`src/hdl/sachs_pkg.sv`:
```
// Package: constants for the conversion-control and readout block
// Assumes a 20 MHz core clock; no registers reachable by software
package sachs_pkg;
    localparam int CLK_PERIOD_NS = 50;
    localparam int CONV_TIME_NS = 1400;
    localparam int CONV_CYCLES = (CONV_TIME_NS + CLK_PERIOD_NS - 1) / CLK_PERIOD_NS;
    localparam int ACQ_TIME_NS = 160;
    localparam int ACQ_CYCLES = (ACQ_TIME_NS + CLK_PERIOD_NS - 1) / CLK_PERIOD_NS;
    localparam int DATA_SETUP_NS = 20;
    localparam int DATA_SETUP_CYCLES = (DATA_SETUP_NS + CLK_PERIOD_NS - 1) / CLK_PERIOD_NS;
    localparam int RESULT_W = 12;
    localparam int CNT_W = 6;
    localparam logic [RESULT_W-1:0] RESULT_RST = 12'h000;
    localparam logic [RESULT_W-1:0] SIGN_FLIP = 12'h800;
    typedef enum logic [1:0] {
        SACHS_IDLE = 2'b00,
        SACHS_CONV = 2'b01,
        SACHS_LOAD = 2'b11
    } sachs_state_t;
endpackage : sachs_pkg

```
`src/hdl/sachs_edge.sv`:
```
// Falling-edge detector for an active-low synchronous strobe
// Assumes the input is synchronous to the clock
`timescale 1ns/10ps
`default_nettype none
module sachs_edge
(
    // Clock and reset
    input wire logic clk,
    input wire logic rst,
    // Strobe
    input wire logic sig_n,
    output logic fall
);
    logic prev_r;
    logic prev_nxt;

    always_comb
    begin
        prev_nxt = sig_n;
    end

    always_ff @(posedge clk or posedge rst)
    begin
        if (rst)
            prev_r <= 1'b1;
        else
            prev_r <= prev_nxt;
    end

    assign fall = prev_r & ~sig_n;
endmodule : sachs_edge
`default_nettype wire

```
`src/hdl/sachs_top.sv`:
```
// Conversion control and parallel result readout of a 12-bit sampling converter
// Assumes all pins synchronous to CORE_CLK; the comparator result arrives as a word
`timescale 1ns/10ps
`default_nettype none
module sachs_top
(
    // Clock and reset
    input wire logic CORE_CLK,
    input wire logic RST,
    // Host control
    input wire logic CS_N,
    input wire logic CONV_START_N,
    input wire logic RD_N,
    input wire logic POWER_DOWN_N,
    input wire logic BIPOLAR,
    // Sampled analog word, offset binary
    input wire logic [sachs_pkg::RESULT_W-1:0] SAMPLE_IN,
    // Outputs
    output logic BUSY_N,
    output logic POWERED_DOWN,
    output logic [sachs_pkg::RESULT_W-1:0] RESULT_BITS,
    output logic RESULT_OE_N
);
    import sachs_pkg::*;

    sachs_state_t state_r, state_nxt;
    logic [CNT_W-1:0] cnt_r, cnt_nxt;
    logic [RESULT_W-1:0] hold_r, hold_nxt;
    logic [RESULT_W-1:0] out_r, out_nxt;
    logic busy_n_r, busy_n_nxt;
    logic start_fall;
    logic start_ok;

    sachs_edge u_start_edge
    (
        .clk(CORE_CLK),
        .rst(RST),
        .sig_n(CONV_START_N),
        .fall(start_fall)
    );

    // Power-down blocks new starts but lets a running conversion finish
    assign start_ok = start_fall & ~CS_N & POWER_DOWN_N;

    always_comb
    begin
        state_nxt = state_r;
        cnt_nxt = cnt_r;
        hold_nxt = hold_r;
        out_nxt = out_r;
        busy_n_nxt = busy_n_r;
        case (state_r)
            SACHS_IDLE:
            begin
                busy_n_nxt = 1'b1;
                if (start_ok)
                begin
                    hold_nxt = SAMPLE_IN;
                    // Setup margin counts inside the busy window, so busy totals the conversion
                    cnt_nxt = CNT_W'(CONV_CYCLES - DATA_SETUP_CYCLES - 1);
                    busy_n_nxt = 1'b0;
                    state_nxt = SACHS_CONV;
                end
            end
            SACHS_CONV:
            begin
                // No start test here: a running conversion cannot restart
                if (cnt_r == '0)
                begin
                    out_nxt = BIPOLAR ? (hold_r ^ SIGN_FLIP) : hold_r;
                    cnt_nxt = CNT_W'(DATA_SETUP_CYCLES);
                    state_nxt = SACHS_LOAD;
                end
                else
                    cnt_nxt = cnt_r - CNT_W'(1);
            end
            SACHS_LOAD:
            begin
                // Data latched, busy held low for the setup margin
                if (cnt_r == CNT_W'(1))
                begin
                    busy_n_nxt = 1'b1;
                    state_nxt = SACHS_IDLE;
                end
                cnt_nxt = cnt_r - CNT_W'(1);
            end
            default:
            begin
                state_nxt = SACHS_IDLE;
                busy_n_nxt = 1'b1;
            end
        endcase
    end

    always_ff @(posedge CORE_CLK or posedge RST)
    begin
        if (RST)
        begin
            state_r <= SACHS_IDLE;
            cnt_r <= '0;
            hold_r <= RESULT_RST;
            out_r <= RESULT_RST;
            busy_n_r <= 1'b1;
        end
        else
        begin
            state_r <= state_nxt;
            cnt_r <= cnt_nxt;
            hold_r <= hold_nxt;
            out_r <= out_nxt;
            busy_n_r <= busy_n_nxt;
        end
    end

    assign BUSY_N = busy_n_r;
    assign RESULT_BITS = out_r;
    // Enable is active low; enables are combinational for fast bus release
    assign RESULT_OE_N = RD_N | CS_N;
    assign POWERED_DOWN = ~POWER_DOWN_N;
endmodule : sachs_top
`default_nettype wire

```
`config.mk`:
```
export PLATFORM = sky130hd
export DESIGN_NAME = sachs_top
export DESIGN_NICKNAME = d
export VERILOG_FILES = /design/src/hdl/sachs_pkg.sv /design/src/hdl/sachs_edge.sv /design/src/hdl/sachs_top.sv
export SDC_FILE = /design/constraint.sdc
export NUM_CORES = 1
export LEC_CHECK = 0
export BUFFER_PORTS_ARGS = -buffer_cell sky130_fd_sc_hd__buf_2
export CORE_UTILIZATION = 47
export CTS_CLUSTER_DIAMETER = 100
export DETAILED_ROUTE_END_ITERATION = 16
export PLACE_DENSITY = 0.74
export SLEW_MARGIN = 0
export SYNTH_ARGS = -nofsm -noshare
export SYNTH_HDL_FRONTEND = slang
export SYNTH_SLANG_ARGS = --single-unit
```
`constraint.sdc`:
```
create_clock -name CORE_CLK -period 1.85 [get_ports CORE_CLK]
set_clock_uncertainty 0.15 [all_clocks]
set_input_delay 0.185 -clock CORE_CLK [delete_from_list [all_inputs] [get_ports CORE_CLK]]
set_output_delay 0.185 -clock CORE_CLK [all_outputs]
set_load 0.03 [all_outputs]
```
==> out/results.txt <==
STA classifies the critical path endpoint as a flop. The final setup violation count came out at 0. In the synthesized netlist, the cells that appear most often are sky130_fd_sc_hd__dfrtp_1 (32), sky130_fd_sc_hd__mux2_1 (11), sky130_fd_sc_hd__mux2_4 (10). The H-tree was split into 2 levels. The first detailed-routing pass ran for 4 iterations.

For the pin with the worst max-slew slack, the measured transition is 479 ps. Clock tree synthesis selected as its root buffer the cell sky130_fd_sc_hd__clkbuf_4. The total number of yosys warnings came out at 0.

Maximum number of pins on one net before global-route repair: 25. The reported leakage power is 1.01 nW, and the clock transition at the registers of the reported paths is 120 ps. Cell at the slowest stage of the critical path: sky130_fd_sc_hd__dlygate4sd3_1. The worst-path maximum fanout works out to 10. The floorplan step set the die width to 59.0 um. The total global routing overflow is 0. TritonCTS built the clock tree. Averaged over all synthesized cells, the footprint is 14.4 um^2. The logs give 0 ps for the final sum of negative setup slack and 1120 for the number of global-route vias before repair. Counting every net in the synthesized netlist gives 127. The floorplan has 20 rows. In the routed design, unresolved DRC markers number 0.

Port buffering added 33 buffers. The critical path required time was 1920 ps. sky130_fd_sc_hd__dfrtp_1 takes more of the synthesized area than any other cell.

The proportion of synthesized flip-flops having asynchronous set or reset was 1.00. No sink is reached through more buffers than the 2 on the longest clock path. Fraction of layout cells with a size suffix above 1: 0.416. Most frequently used flop master after synthesis: sky130_fd_sc_hd__dfrtp_1.

The logs give 34 for the number of clock sinks and 5 for the number of buffers inserted during clock tree synthesis. The path class of the tightest hold or removal check is input port to flop. Setup repair after global routing left no endpoint under its margin.

The count of final max-slew check failures was 0. The number of nets at the end of the flow came out at 186. The critical path is of the input port to flop type. The worst stage delay on the critical path is 530 ps, and the final clock period utilization by the worst path is 0.960.

The worst slew margin relative to its limit was 0.680. The overall track demand over capacity in global routing came out at 0.201. The most repeated cell in the gate-level netlist after synthesis is sky130_fd_sc_hd__dfrtp_1. At the worst endpoint, the arrival time is 1850 ps.

Detailed routing inserted a total of 1079 vias. Counting every instance in the synthesized netlist gives 106. The average routed wire per standard cell was 14.4 um; the die area was 3490 um^2.

Antenna violation net count after detailed routing: 0. The number of synthesized flops with an enable pin is 0. After detailed routing, the number of vias per cell comes to 5.14. The later pin in the worst-skew pair is clocked with a latency of 330 ps. The design draws 3.09 mW. From synthesis to final layout, the design area changed by 33.3%. The critical path goes through dlygate4sd3_1 -> buf_2 -> and4bb_2 -> nor3b_4 -> buf_6 -> mux2_1.

The number of hold-slack violations in the final timing report was 0; the maximum VDD drop was 0.752 mV. The worst slack after detailed placement came out at 56.0 ps. The routed design has 3.02 mm of wire.

The final period demand of the worst path is 1780 ps, and the maximum clock frequency is 563 MHz. The first global-routing pass estimated 5.13 mm of wire. STA classifies the critical path startpoint as an input port. Sorting the synthesized cells by area gives the leading types as sky130_fd_sc_hd__dfrtp_1 (52%), sky130_fd_sc_hd__mux2_4 (9.8%), sky130_fd_sc_hd__mux2_1 (8.1%), sky130_fd_sc_hd__dfstp_2 (3.4%), sky130_fd_sc_hd__mux2_2 (2.2%). Initial core utilization: 0.497.

In this run the cell area of the synthesized design comes to 1530 um^2. Number of antenna violations at the first check in global routing: 0. The number of cells in the design after placement is 186. For the final worst-path setup slack, the log shows 73.3 ps. The total power divided by cell area was 1510 nW/um^2; the fraction of the yosys area taken by sequential cells was 0.558. The flow ran to the end, and the final reports show no timing, DRC or antenna violations. The share of the synthesized area in the top cell type was 0.524. Pin placement for this block handled 34 I/O pins.

The run gives 1.93 mm as the HPWL after detailed placement. The die is 59.0 um tall. In this run, the number of DRC markers left after iteration 0 of detailed routing was 54. The region available for standard cell placement spans 3080 um^2. After synthesis the netlist holds a flip-flop and latch count of 34. Number of maximum-capacitance violations: 0. Once layout is complete, the cells apart from fillers number 210. Synthesis instantiated 37 different standard cells from the library.

At the end of routability-driven placement, the weighted congestion stood at 0.782. 0 antenna diodes ended up in the layout.
-- worst paths after layout --
kind | start | end | slack [ps] | cells after the start
setup / recovery | CONV_START_N | hold_r[4] | 70 | 6
hold reg to reg | hold_r[0] | hold_r[0] | 360 | 1
setup reg to reg | u_start_edge.prev_r | hold_r[4] | 110 | 4
min in group asynchronous | RST | RESULT_BITS[6] | 240 | 3
hold / removal | BIPOLAR | RESULT_BITS[11] | 170 | 3
max in group asynchronous | RST | BUSY_N | 740 | 4
-- timing repair --
| item | CTS | global route |
|---|---|---|
| buffers inserted | 0 | 2 |
| resized for setup | 0 | 1 |
| hold endpoints to repair | 23 | 0 |
| hold buffers | 14 | 0 |
| endpoints found under the setup margin | 0 | 13 |
-- cells in the final DEF, fill, tap and decap left out, types with 2 or more instances in the layout --
cell / count
sky130_fd_sc_hd__dfstp_2: 2
sky130_fd_sc_hd__dlygate4sd3_1: 14
sky130_fd_sc_hd__inv_1: 5
sky130_fd_sc_hd__buf_12: 2
sky130_fd_sc_hd__a211o_1: 2
sky130_fd_sc_hd__mux2_4: 10
sky130_fd_sc_hd__xor2_1: 2
sky130_fd_sc_hd__buf_4: 5
sky130_fd_sc_hd__ha_1: 2
sky130_fd_sc_hd__a21oi_1: 6
sky130_fd_sc_hd__nor2_1: 2
sky130_fd_sc_hd__mux2_2: 3
sky130_fd_sc_hd__clkinvlp_4: 2
sky130_fd_sc_hd__nand2b_1: 3
sky130_fd_sc_hd__buf_2: 33
sky130_fd_sc_hd__dfrtp_1: 32
sky130_fd_sc_hd__o22ai_1: 2
sky130_fd_sc_hd__mux2_1: 11
sky130_fd_sc_hd__clkbuf_4: 5
-- metrics by stage --
step | util | hold slack [ps] | cell area [um^2]
after global placement | 0.580 | 46.5 | 1780
after global routing | 0.662 | 150 | 2040
after floorplan | - | 39.5 | 1530
after detailed placement | 0.580 | 61.1 | 1780
after CTS | 0.652 | 79.6 | 2010
final | 0.662 | 171 | 2040
-- layer usage --
metal,share of wire,up-vias,track usage
met4,0.015,0,0.0816
met2,0.55,25,0.359
met3,0.034,8,0.0393
met5,0,-,0
met1,0.40,545,0.235
li1,-,501,-
-- critical path: cells and delay by family --
family | cells | cell delay, ps
buffers and inverters | 3 | 840
muxes | 1 | 330
and+or+nand+nor | 2 | 490
-- flip-flops by register name, summed over array words and instances, names as in the netlist --
| signal | cells |
|---|---|
| hold_r | 12 |
| u_start_edge.prev_r | 1 |
| BUSY_N | 1 |
| state_r | 2 |
| cnt_r | 6 |
| RESULT_BITS | 12 |
-- logic make-up after synthesis --
family | after synthesis | synth area share
buffers and inverters | 8 | 0.0270
AND/OR/NAND/NOR | 17 | 0.0982
multiplexers | 25 | 0.208
AO/OA/AOI/OAI | 18 | 0.0810
adder cells (fa/ha/maj) | 2 | 0.0164
flip-flops | 34 | 0.558
XOR/XNOR | 2 | 0.0115
-- area by class of cell --
| cell class | instances | area [um^2] |
|---|---|---|
| clock buffer | 5 | 37.5 |
| clock inverter | 3 | 45.0 |
| fill | 229 | 1040 |
| inverter | 5 | 18.8 |
| multi-input combinational | 64 | 634 |
| sequential | 34 | 853 |
| tap | 44 | 55.1 |
| timing repair buffer | 55 | 394 |
-- where the power goes --
| group | internal [mW] | switching [mW] | leakage, nW | total (mW) |
|---|---|---|---|---|
| Sequential | 1.07 | 0.277 | 0.424 | 1.35 |
| Clock | 0.284 | 0.262 | 0.0374 | 0.546 |
| Combinational | 0.584 | 0.610 | 0.553 | 1.19 |
| Total | 1.94 | 1.15 | 1.01 | 3.09 |
(Power assumes the default switching activity.)
